===== src/core/epi_pkg.sv =====
// Package of register map, field positions and encodings for the external pin interrupt unit.
package epi_pkg;

  // Register offsets on the plain register port (chosen map, word per register).
  localparam logic [3:0] ADDR_SENSE_CTRL = 4'h0;
  localparam logic [3:0] ADDR_IRQ_ENABLE = 4'h1;
  localparam logic [3:0] ADDR_IRQ_FLAGS  = 4'h2;
  localparam logic [3:0] ADDR_CORE_CTRL  = 4'h3;
  localparam logic [3:0] ADDR_EVT_STATUS = 4'h4;
  localparam logic [3:0] ADDR_EVT_MASK   = 4'h5;
  localparam logic [3:0] ADDR_PIN_STATE  = 4'h6;

  // Field positions.
  localparam int CH0_SENSE_LSB = 0;
  localparam int CH1_SENSE_LSB = 2;
  localparam int CH0_EN_BIT    = 6;
  localparam int CH1_EN_BIT    = 7;
  localparam int CH0_FLAG_BIT  = 6;
  localparam int CH1_FLAG_BIT  = 7;
  localparam int GIE_BIT       = 0;

  // Reset values.
  localparam logic [7:0] SENSE_CTRL_RST = 8'h00;
  localparam logic [7:0] IRQ_ENABLE_RST = 8'h00;
  localparam logic [7:0] IRQ_FLAGS_RST  = 8'h00;
  localparam logic [7:0] CORE_CTRL_RST  = 8'h00;
  localparam logic [7:0] EVT_MASK_RST   = 8'h00;

  // Sense modes of each two-bit field.
  typedef enum logic [1:0] {
    EPI_SENSE_LOW    = 2'h0,
    EPI_SENSE_ANY    = 2'h1,
    EPI_SENSE_FALL   = 2'h2,
    EPI_SENSE_RISE   = 2'h3
  } epi_sense_e;

  // Wake sampler states.
  typedef enum logic [1:0] {
    EPI_WK_IDLE,
    EPI_WK_SAMPLE2,
    EPI_WK_STARTUP
  } epi_wake_e;

  // Start-up length in watchdog ticks before wake completes.
  localparam logic [7:0] STARTUP_TICKS = 8'h04;

endpackage


===== src/core/epi_unit.sv =====
// External pin interrupt unit: two sensed pins, flags, enables, wake sampler and register port.
//
// Functional notes
// - Pins sensed even when driven as outputs.
// - Low level requests every cycle pin low.
// - Edge detection clocked by the I/O clock.
// - Low level detection works without I/O clock.
// - Power-down wake samples level twice on watchdog.
// - Level gone before start-up: wake, no interrupt.
// - Request needs global and channel enable set.
// - Pin sampled first; longer-than-cycle pulses detected.
// - Channel-1 sense field is control bits 3:2.
// - Channel-0 sense field is control bits 1:0.
// - Enables at bits 7 and 6; own vectors.
// - Events set pending flags bits 7 and 6.
// - Flag clears on vector entry or write-one.
// - Level mode flag always reads cleared.
`timescale 1ns/1ps
module epi_unit (
  // Clock and reset.
  input  wire logic       clk,
  input  wire logic       rst,
  // Watchdog oscillator tick and power-down indication.
  input  wire logic       wdt_tick,
  input  wire logic       power_down,
  // Interrupt pins, each as input, output value and output enable.
  input  wire logic       ext_irq0_line_i,
  output logic            ext_irq0_line_o,
  output logic            ext_irq0_line_oe,
  input  wire logic       ext_irq1_line_i,
  output logic            ext_irq1_line_o,
  output logic            ext_irq1_line_oe,
  // Register port.
  input  wire logic [3:0] reg_addr,
  input  wire logic [7:0] reg_wdata,
  input  wire logic       reg_wr,
  input  wire logic       reg_rd,
  output logic      [7:0] reg_rdata,
  // Core side: requests and vector entry acknowledges.
  output logic            irq0_req,
  output logic            irq1_req,
  input  wire logic       irq0_ack,
  input  wire logic       irq1_ack,
  output logic            wake_up,
  output logic            irq
);

  logic [7:0]       sense_ctrl_r;
  logic [7:0]       irq_enable_r;
  logic [1:0]       pend_r;
  logic [1:0]       pend_nxt;
  logic [7:0]       core_ctrl_r;
  logic [1:0]       evt_status_r;
  logic [1:0]       evt_mask_r;
  logic [1:0]       evt_set;
  logic [1:0]       sync1_r;
  logic [1:0]       sync2_r;
  logic [1:0]       prev_r;
  logic [1:0]       edge_hit;
  logic [1:0]       level_mode;
  logic [1:0]       level_low;
  logic [1:0]       cond;
  logic [1:0]       ch_en;
  logic [1:0]       ack;
  logic [1:0]       w1c;
  logic [7:0]       rdata_nxt;
  logic [7:0]       rdata_r;
  logic [1:0]       wk_s1_r;
  logic [1:0]       wk_s2_r;
  logic [7:0]       wk_cnt_r;
  logic             wake_r;
  epi_pkg::epi_wake_e wk_state_r;
  logic [1:0]       pin_raw;
  logic [1:0]       pin_drv;
  logic [1:0]       pin_oe;
  logic             gie;
  logic             wr_sense;
  logic             wr_enable;
  logic             wr_flags;
  logic             wr_core;
  logic             wr_status;
  logic             wr_mask;
  logic             wr_pin;
  logic [1:0]       status_w1c;
  logic [1:0]       evt_status_nxt;
  logic [1:0]       flags_view;
  logic [7:0]       rd_sense;
  logic [7:0]       rd_enable;
  logic [7:0]       rd_flags;
  logic [7:0]       rd_core;
  logic [7:0]       rd_status;
  logic [7:0]       rd_mask;
  logic [7:0]       rd_pins;
  logic             wake_cand;
  epi_pkg::epi_wake_e wk_state_nxt;
  logic [7:0]       wk_cnt_nxt;
  logic             wake_nxt;

  // Returns the two-bit sense field of a channel.
  function automatic logic [1:0] sense_of(input logic [7:0] ctrl, input int lsb);
    sense_of = ctrl[lsb +: 2];
  endfunction

  // Decides whether a synchronised sample pair is an event for a sense mode.
  function automatic logic edge_match(input logic [1:0] mode, input logic cur, input logic prv);
    case (mode)
      epi_pkg::EPI_SENSE_ANY:  edge_match = cur ^ prv;
      epi_pkg::EPI_SENSE_FALL: edge_match = prv & ~cur;
      epi_pkg::EPI_SENSE_RISE: edge_match = cur & ~prv;
      default:                 edge_match = 1'b0;
    endcase
  endfunction

  // True when the write strobe addresses the given register.
  function automatic logic wr_hit(input logic wr, input logic [3:0] addr, input logic [3:0] target);
    wr_hit = wr && (addr == target);
  endfunction

  // The pin value read back is the pad level, so a driven output still triggers.
  assign pin_raw = {ext_irq1_line_i, ext_irq0_line_i};

  // Software may drive the pins through the pin state register to force an interrupt.
  assign ext_irq0_line_o  = pin_drv[0];
  assign ext_irq1_line_o  = pin_drv[1];
  assign ext_irq0_line_oe = pin_oe[0];
  assign ext_irq1_line_oe = pin_oe[1];

  assign gie   = core_ctrl_r[epi_pkg::GIE_BIT];
  assign ch_en = {irq_enable_r[epi_pkg::CH1_EN_BIT], irq_enable_r[epi_pkg::CH0_EN_BIT]};
  assign ack   = {irq1_ack, irq0_ack};

  assign level_mode[0] = sense_of(sense_ctrl_r, epi_pkg::CH0_SENSE_LSB) == epi_pkg::EPI_SENSE_LOW;
  assign level_mode[1] = sense_of(sense_ctrl_r, epi_pkg::CH1_SENSE_LSB) == epi_pkg::EPI_SENSE_LOW;

  // Edges compare the synchronised sample with the one before it.
  assign edge_hit[0] = edge_match(sense_of(sense_ctrl_r, epi_pkg::CH0_SENSE_LSB), sync2_r[0], prev_r[0]);
  assign edge_hit[1] = edge_match(sense_of(sense_ctrl_r, epi_pkg::CH1_SENSE_LSB), sync2_r[1], prev_r[1]);

  // Low level uses the synchronised level while clocked; the wake sampler covers the stopped-clock case.
  assign level_low = level_mode & ~sync2_r;

  assign w1c = wr_flags ?
               {reg_wdata[epi_pkg::CH1_FLAG_BIT], reg_wdata[epi_pkg::CH0_FLAG_BIT]} : 2'h0;

  // A new edge wins over a clear in the same cycle; level mode holds the flag cleared.
  assign pend_nxt = (edge_hit | (pend_r & ~w1c & ~ack)) & ~level_mode;

  assign cond     = pend_r | level_low;
  assign irq0_req = cond[0] & ch_en[0] & gie;
  assign irq1_req = cond[1] & ch_en[1] & gie;

  assign evt_set = edge_hit | level_low;
  assign irq     = |(evt_status_r & evt_mask_r);
  assign wake_up = wake_r;

  // Write decode, one strobe per register.
  assign wr_sense  = wr_hit(reg_wr, reg_addr, epi_pkg::ADDR_SENSE_CTRL);
  assign wr_enable = wr_hit(reg_wr, reg_addr, epi_pkg::ADDR_IRQ_ENABLE);
  assign wr_flags  = wr_hit(reg_wr, reg_addr, epi_pkg::ADDR_IRQ_FLAGS);
  assign wr_core   = wr_hit(reg_wr, reg_addr, epi_pkg::ADDR_CORE_CTRL);
  assign wr_status = wr_hit(reg_wr, reg_addr, epi_pkg::ADDR_EVT_STATUS);
  assign wr_mask   = wr_hit(reg_wr, reg_addr, epi_pkg::ADDR_EVT_MASK);
  assign wr_pin    = wr_hit(reg_wr, reg_addr, epi_pkg::ADDR_PIN_STATE);

  // Sticky event status: a new event wins over a write-one clear in the same cycle.
  assign status_w1c     = wr_status ? reg_wdata[1:0] : 2'h0;
  assign evt_status_nxt = evt_set | (evt_status_r & ~status_w1c);

  // Register views for the read multiplexer. A flag left over from edge mode is hidden at once.
  assign flags_view = pend_r & ~level_mode;
  assign rd_sense   = sense_ctrl_r;
  assign rd_enable  = {ch_en, 6'h00};
  assign rd_flags   = {flags_view, 6'h00};
  assign rd_core    = core_ctrl_r;
  assign rd_status  = {6'h00, evt_status_r};
  assign rd_mask    = {6'h00, evt_mask_r};
  assign rd_pins    = {pin_oe, pin_drv, 2'h0, sync2_r};

  // Some enabled level channel has its pin low, as the wake sampler sees it.
  assign wake_cand = |(level_mode & ch_en & ~wk_s2_r);

  always_comb begin
    rdata_nxt = 8'h00;
    case (reg_addr)
      epi_pkg::ADDR_SENSE_CTRL: rdata_nxt = rd_sense;
      epi_pkg::ADDR_IRQ_ENABLE: rdata_nxt = rd_enable;
      epi_pkg::ADDR_IRQ_FLAGS:  rdata_nxt = rd_flags;
      epi_pkg::ADDR_CORE_CTRL:  rdata_nxt = rd_core;
      epi_pkg::ADDR_EVT_STATUS: rdata_nxt = rd_status;
      epi_pkg::ADDR_EVT_MASK:   rdata_nxt = rd_mask;
      epi_pkg::ADDR_PIN_STATE:  rdata_nxt = rd_pins;
      default:                  rdata_nxt = 8'h00;
    endcase
  end
  assign reg_rdata = rdata_r;

  // Pin synchroniser on the I/O clock. Only the second stage feeds any logic.
  always_ff @(posedge clk or posedge rst) begin
    if (rst) begin
      sync1_r <= 2'h3;
      sync2_r <= 2'h3;
    end else begin
      sync1_r <= pin_raw;
      sync2_r <= sync1_r;
    end
  end

  // Previous sample. It resets to the idle high level, so no false edge follows reset.
  always_ff @(posedge clk or posedge rst) begin
    if (rst) begin
      prev_r <= 2'h3;
    end else begin
      prev_r <= sync2_r;
    end
  end

  // Sense control.
  always_ff @(posedge clk or posedge rst) begin
    if (rst) begin
      sense_ctrl_r <= epi_pkg::SENSE_CTRL_RST;
    end else if (wr_sense) begin
      sense_ctrl_r <= reg_wdata;
    end
  end

  // Channel enables; only the two enable bits are stored.
  always_ff @(posedge clk or posedge rst) begin
    if (rst) begin
      irq_enable_r <= epi_pkg::IRQ_ENABLE_RST;
    end else if (wr_enable) begin
      irq_enable_r <= reg_wdata & 8'hc0;
    end
  end

  // Core control; bit 0 is the global interrupt enable.
  always_ff @(posedge clk or posedge rst) begin
    if (rst) begin
      core_ctrl_r <= epi_pkg::CORE_CTRL_RST;
    end else if (wr_core) begin
      core_ctrl_r <= reg_wdata;
    end
  end

  // Event mask.
  always_ff @(posedge clk or posedge rst) begin
    if (rst) begin
      evt_mask_r <= epi_pkg::EVT_MASK_RST[1:0];
    end else if (wr_mask) begin
      evt_mask_r <= reg_wdata[1:0];
    end
  end

  // Pin drive value, used when software forces an interrupt through the pad.
  always_ff @(posedge clk or posedge rst) begin
    if (rst) begin
      pin_drv <= 2'h0;
    end else if (wr_pin) begin
      pin_drv <= reg_wdata[5:4];
    end
  end

  // Pin output enable.
  always_ff @(posedge clk or posedge rst) begin
    if (rst) begin
      pin_oe <= 2'h0;
    end else if (wr_pin) begin
      pin_oe <= reg_wdata[7:6];
    end
  end

  // Pending flags.
  always_ff @(posedge clk or posedge rst) begin
    if (rst) begin
      pend_r <= epi_pkg::IRQ_FLAGS_RST[7:6];
    end else begin
      pend_r <= pend_nxt;
    end
  end

  // Event status.
  always_ff @(posedge clk or posedge rst) begin
    if (rst) begin
      evt_status_r <= 2'h0;
    end else begin
      evt_status_r <= evt_status_nxt;
    end
  end

  // Read data stands for the one cycle after the read strobe and is zero otherwise.
  always_ff @(posedge clk or posedge rst) begin
    if (rst) begin
      rdata_r <= 8'h00;
    end else begin
      rdata_r <= reg_rd ? rdata_nxt : 8'h00;
    end
  end

  // Wake synchroniser. The I/O path may be stopped, so the sampler has its own pair.
  always_ff @(posedge clk or posedge rst) begin
    if (rst) begin
      wk_s1_r <= 2'h3;
      wk_s2_r <= 2'h3;
    end else begin
      wk_s1_r <= pin_raw;
      wk_s2_r <= wk_s1_r;
    end
  end

  // Wake sampler state.
  always_ff @(posedge clk or posedge rst) begin
    if (rst) begin
      wk_state_r <= epi_pkg::EPI_WK_IDLE;
    end else begin
      wk_state_r <= wk_state_nxt;
    end
  end

  // Start-up counter in watchdog ticks.
  always_ff @(posedge clk or posedge rst) begin
    if (rst) begin
      wk_cnt_r <= 8'h00;
    end else begin
      wk_cnt_r <= wk_cnt_nxt;
    end
  end

  // Wake pulse, one cycle long.
  always_ff @(posedge clk or posedge rst) begin
    if (rst) begin
      wake_r <= 1'b0;
    end else begin
      wake_r <= wake_nxt;
    end
  end

  // Two ticks must both see an enabled low level before start-up begins, which filters noise.
  always_comb begin
    wk_state_nxt = wk_state_r;
    wk_cnt_nxt   = wk_cnt_r;
    wake_nxt     = 1'b0;
    case (wk_state_r)
      epi_pkg::EPI_WK_IDLE: begin
        if (power_down && wdt_tick && wake_cand) begin
          wk_state_nxt = epi_pkg::EPI_WK_SAMPLE2;
        end
      end
      epi_pkg::EPI_WK_SAMPLE2: begin
        if (wdt_tick && wake_cand) begin
          wk_state_nxt = epi_pkg::EPI_WK_STARTUP;
          wk_cnt_nxt   = epi_pkg::STARTUP_TICKS;
        end else if (wdt_tick) begin
          wk_state_nxt = epi_pkg::EPI_WK_IDLE;
        end
      end
      epi_pkg::EPI_WK_STARTUP: begin
        if (wdt_tick && wk_cnt_r != 8'h00) begin
          wk_cnt_nxt = wk_cnt_r - 8'h01;
        end
        if (wk_cnt_r == 8'h00) begin
          // Wake completes even if the level has gone; the level path then raises no request.
          wake_nxt     = 1'b1;
          wk_state_nxt = epi_pkg::EPI_WK_IDLE;
        end
      end
      default: begin
        wk_state_nxt = epi_pkg::EPI_WK_IDLE;
      end
    endcase
  end

endmodule


===== config.mk =====
export PLATFORM = sky130hd
export DESIGN_NAME = epi_unit
export DESIGN_NICKNAME = d
export VERILOG_FILES = /design/src/core/epi_pkg.sv /design/src/core/epi_unit.sv
export SDC_FILE = /design/constraint.sdc
export NUM_CORES = 1
export LEC_CHECK = 0
export ABC_AREA = 1
export BUFFER_PORTS_ARGS = -buffer_cell sky130_fd_sc_hd__buf_4
export CAP_MARGIN = 20
export CORE_MARGIN = 2
export CORE_UTILIZATION = 56
export DETAILED_ROUTE_END_ITERATION = 10
export PLACE_DENSITY = 0.75
export SLEW_MARGIN = 0
export SYNTH_ARGS = -nofsm -noshare
export SYNTH_HDL_FRONTEND = slang
export SYNTH_SLANG_ARGS = --single-unit

===== constraint.sdc =====
create_clock -name clk -period 1.8 [get_ports clk]
set_input_delay 0.27 -clock clk [delete_from_list [all_inputs] [get_ports clk]]
set_output_delay 0.27 -clock clk [all_outputs]
set_load 0.03 [all_outputs]

Word level (Yosys, flattened, before mapping). Index checks and enable logic that the tools add are counted. Widths: inputs -> output; s select.

Bits in read-only memories: 0. Register bits after elaboration: 53. Latch bits: 0. Bits of input ports: 22. Bits in writable memories: 0. Memories: 0.

$mul: 0. Equality and inequality tests: 19. Bitwise logic cells: 32. Add/subtract/negate cells: 1. Shift-type cells: 0. Mux-type cells: 16. Div/mod/pow operators: 0. Reduce and logical (&&, ||, !) cells: 22. Magnitude comparators: 0.

Operator list (number): $pmux 8 s7 (1); $mux 8 (3); $and 2x2->2 (9); $pmux 8 s2 (1); $eq 4x3->1 const B (3); $mux 2 (6); $logic_and 1x1->1 (11); $eq 2x2->1 const B (5); $not 2->2 (5); $and 1x1->1 (8); $eq 4x2->1 const B (2); $logic_not 8->1 (1); $ne 2x2->1 const B (4); $or 2x2->2 (4); $reduce_bool 8->1 (1); $sub 8x1->8 const B (1); $eq 2x1->1 const B (3); $logic_not 2->1 (3); $pmux 1 s3 (2); $pmux 2 s3 (1); $reduce_and 3->1 (2); $eq 4x1->1 const B (1); $logic_not 4->1 (1); $not 1->1 (4); 5 further kinds (8).

Depth between registers and ports, before layout.
Depth after elaboration: 8. Gate-level depth with buffers: 9.

Least setup slack after synthesis. No wires, ideal clock.

Path type: register -> output. Start: reg sense_ctrl_r[0] (netlist: rd_sense[0]). End: out irq0_req. Stages on the path, launching flop included: 6. Data required time: 1.530 ns. Path slack: 0.340 ns. Arrival: 1.190 ns. Buffers on the path: 0. Cells stage by stage: dfrtp_1 > nor2_1 > inv_1 > nor2_1 > o21ai_0 > nor2_1.

Longest elaborated chain between the ends: 5.

RTL lines: start: declaration (line epi_unit.sv:48) `logic [7:0] sense_ctrl_r;`; start signal: assignment (line epi_unit.sv:220) `sense_ctrl_r <= epi_pkg::SENSE_CTRL_RST;`; start signal: assignment (line epi_unit.sv:222) `sense_ctrl_r <= reg_wdata;`; $logic_not 2->1 (line epi_unit.sv:132) `assign level_mode[0] = sense_of(sense_ctrl_r, epi_pkg::CH0_SENSE_LSB) == epi_pkg::EPI_SENSE_LOW;`; $and 2x2->2 (line epi_unit.sv:140) `assign level_low = level_mode & ~sync2_r;`; $or 2x2->2 (line epi_unit.sv:148) `assign cond = pend_r | level_low;`; $and 1x1->1 (2 in a row) (line epi_unit.sv:149) `assign irq0_req = cond[0] & ch_en[0] & gie;`; end: declaration (line epi_unit.sv:40) `output logic irq0_req,`.

Every way passes these cells.

Final worst setup path.
Start: reg sense_ctrl_r[1] (netlist: rd_sense[1]). End: out irq0_req.

The elaborated chain is that of the path after synthesis.

==> out/metrics.yaml <==
muxShareOfSynthArea_pct: 0
grt_pass1_wl_um: 9340
pin_count: 38
grtUsageTotal_pct: 22.9
cp-endpoint: "irq0_req"
maxClockFrequency_mhz: 579
dp_hpwl_um: 4080
cp.required_ps: 1530
worst_slew_pin_slew_ps: 440
cp.arrival_ps: 1460
slew_headroom_pct: 70.6
dp_cells: 401
gp_congestion: 0.874
power.density_mw_per_mm2: 938
drc: 0
clockBufferDepth: 2
switchingPower_mw: 0.933
swShare_pct: 31.8
synth_top_area_share_pct: 45.0
antenna_found_initial: 0
p_int_mw: 2.00
yosysMostFrequentCell: "nand2_1"
grt_max_degree: 35
synthSimpleGateAreaFrac_pct: 27.1
syn_avg_cell_area_um2: 8.39
ys_seq_area_share_pct: 51.0
rsz0062_at_grt: "yes"
num-nets-final: 389
clock_power_share_pct: 24.7
synth-seq-cells: 53
min_path_type: "primary input to flip-flop"
regToRegStartpoint: "wk_s2_r[1]"
p_seq_share_pct: 50.7
synth_compound_area_share_pct: 10.4
antenna_left: 0
synth_top_family_by_area: "simple AND/OR/NAND/NOR gates"
io_buffer_count: 37
yosys.cell_types.count: 26
htree_levels: 2
synthTopCellsByArea: "dfrtp_1 45%, nand2_1 9.8%, nand3_1 7.7%"
yosys.area_share.xor_xnor_pct: 1.34
start_util_pct: 59.3
syn-cell-area_mm2: 0.00262
final_layout_size_suffix_gt1_share_pct: 24.9
cap_violations: 0
period_share_pct: 95.9
finalNonFillerCells: 414
final-setup-viol-count: 0
synthTopCellsByCount: "68 x nand2_1, 47 x dfrtp_1, 41 x inv_1"
r2r_cells: 7
ys_warn_count: 0
r2r_setup_slack_ps: 360
area_growth_pct: 19.6
layout_min_cycle_time_ps: 1730
dieArea_mm2: 0.00523
clk_pin_slew_ps: 100
p_total_mw: 2.93
slew_violations: 0
numCtsBuffers: 5
synth_ff_type: "dfrtp_1"
critPathMaxFanout: 5
power_frac_comb_pct: 24.7
die_x_um: 72.4
crit_type: "flip-flop to primary output"
vias: 2201
hold_violations: 0
startpoint: "rd_sense[1]"
via_per_inst: 5.32
drtPass1Iterations: 4
drt_iter0_drc: 135
async_reset_ff_share_pct: 100
synthAdderAreaFrac_pct: 2.87
global_route.overflow_total: 0
cts.sinks: 53
skew_ps: 8.24
irDropWorstVdd_mv: 0.518
avgRoutedWirePerCell_um: 13.1
leakagePower_nw: 1.62
status: "complete, no violations"
rows: 24
synth_edf_count: 0
antennaDiodeCount: 0
critPathLaunchType: "flip-flop"
synthCells: 312
cts_tree: "built"
rr_endpoint: "wk_cnt_r[2]"
grt_pass1_vias: 2084
clk_latency_ps: 300
endpoint_kind: "primary output"
core_area_mm2: 0.00441
syn_nets: 340
fp.dieH_um: 72.4
cts-root-buf: "clkbuf_8"
synth_top_area_cell: "dfrtp_1"
routed_wl_um: 5440
==> layout make-up <==
class | count | area, µm²
Clock buffer | 7 | 96.3
Clock inverter | 1 | 5.00
Fill cell | 356 | 1280
Inverter | 44 | 166
Multi-Input combinational cell | 212 | 1100
Sequential cell | 53 | 1340
Tap cell | 52 | 65.1
Timing Repair Buffer | 45 | 353
==> state kept, by name (all words and copies together), names as in the netlist <==
| signal | flops |
|---|---|
| core_ctrl_r | 8 |
| evt_mask_r | 2 |
| evt_status_r | 2 |
| irq_enable_r | 2 |
| pend_r | 2 |
| pin_drv | 2 |
| pin_oe | 2 |
| prev_r | 2 |
| rd_sense | 8 |
| reg_rdata | 8 |
| wake_up | 1 |
| wk_cnt_r | 8 |
| wk_s1_r | 2 |
| wk_s2_r | 2 |
| wk_state_r | 2 |
==> power by group through the flow <==
| stage | Clock [mW] | Combinational [mW] | Sequential, mW |
|---|---|---|---|
| floorplan | 0 | 0.426 | 1.53 |
| global placement | 0 | 0.662 | 1.50 |
| detailed placement | 0 | 0.682 | 1.50 |
| CTS | 0.736 | 0.688 | 1.48 |
| global route | 0.780 | 0.820 | 1.51 |
| finish | 0.723 | 0.724 | 1.49 |
==> critical path, stage by stage (launching register included) <==
cell,delay [ps]
dfrtp_2,450
nor2_2,130
inv_1,70
nor2_1,100
o21ai_0,90
nor2_1,130
buf_4,180
==> how the worst min path moves through the flow <==
stage / startpoint / end / cells past startpoint
3_3_place_gp: rst / wk_cnt_r[7] / 2
3_5_place_dp: rst / wk_cnt_r[6] / 2
6_report: ext_irq0_line_i / wk_s1_r[0] / 1
4_1_cts: ext_irq0_line_i / wk_s1_r[0] / 1
5_1_grt: ext_irq0_line_i / wk_s1_r[0] / 1
2_1_floorplan: ext_irq0_line_i / wk_s1_r[0] / 0
==> cells in the final DEF (no fill, tap or decap), types with 2 or more instances in the layout <==
cell      netlist  routed
a21oi_1         6       6
buf_4           2      43
clkbuf_8        0       7
clkinv_2        1       2
dfrtp_1        47      43
dfrtp_2         0       4
dfstp_2         6       6
ha_1            6       6
inv_1          41      40
inv_2           2       3
nand2_1        68      68
nand2_2         5       5
nand3_1        40      39
nand3b_1        4       4
nor2_1         29      27
nor2_2          5       6
nor2_4          1       2
o21a_1          3       3
o21ai_0        14      14
o21ai_1        14      14
o21ai_2         8       8
xor2_1          4       4
==> layer usage <==
metal | track usage [%] | up-vias | wire length [µm]
li1 | - | 1092 | -
met1 | 31.5 | 1028 | 2520
met2 | 37.0 | 72 | 2520
met3 | 4.44 | 9 | 324
met4 | 6.50 | 0 | 80
met5 | 0 | - | 0
==> metrics by stage <==
| stage | hold slack, ps | TNS, ps | setup WS (ps) | instance area [µm²] | util (%) |
|---|---|---|---|---|---|
| after global placement | 307 | 0 | 306 | 2970 | 67.2 |
| after global routing | 53.8 | -20.9 | -11.6 | 3130 | 70.9 |
| after CTS | 61.0 | 0 | 30.0 | 3080 | 69.8 |
| after floorplan | 274 | 0 | 254 | 2620 | - |
| final | 65.3 | 0 | 73.8 | 3130 | 70.9 |
| after detailed placement | 312 | 0 | 263 | 2970 | 67.2 |
==> repair_timing <==
| action | 4_1_cts | 5_1_grt |
|---|---|---|
| endpoints found under the hold margin | 13 | 0 |
| buffers inserted | 0 | 4 |
| hold buffers | 1 | 0 |
| setup endpoints to repair | 1 | 3 |
| gates resized for setup | 1 | 7 |
==> logic make-up after synthesis <==
family	after synthesis
compound gates	46
buf+inv	47
xor+xnor	4
fa+ha+maj	6
simple gates	156
flops	53
(Power assumes the default switching activity.)
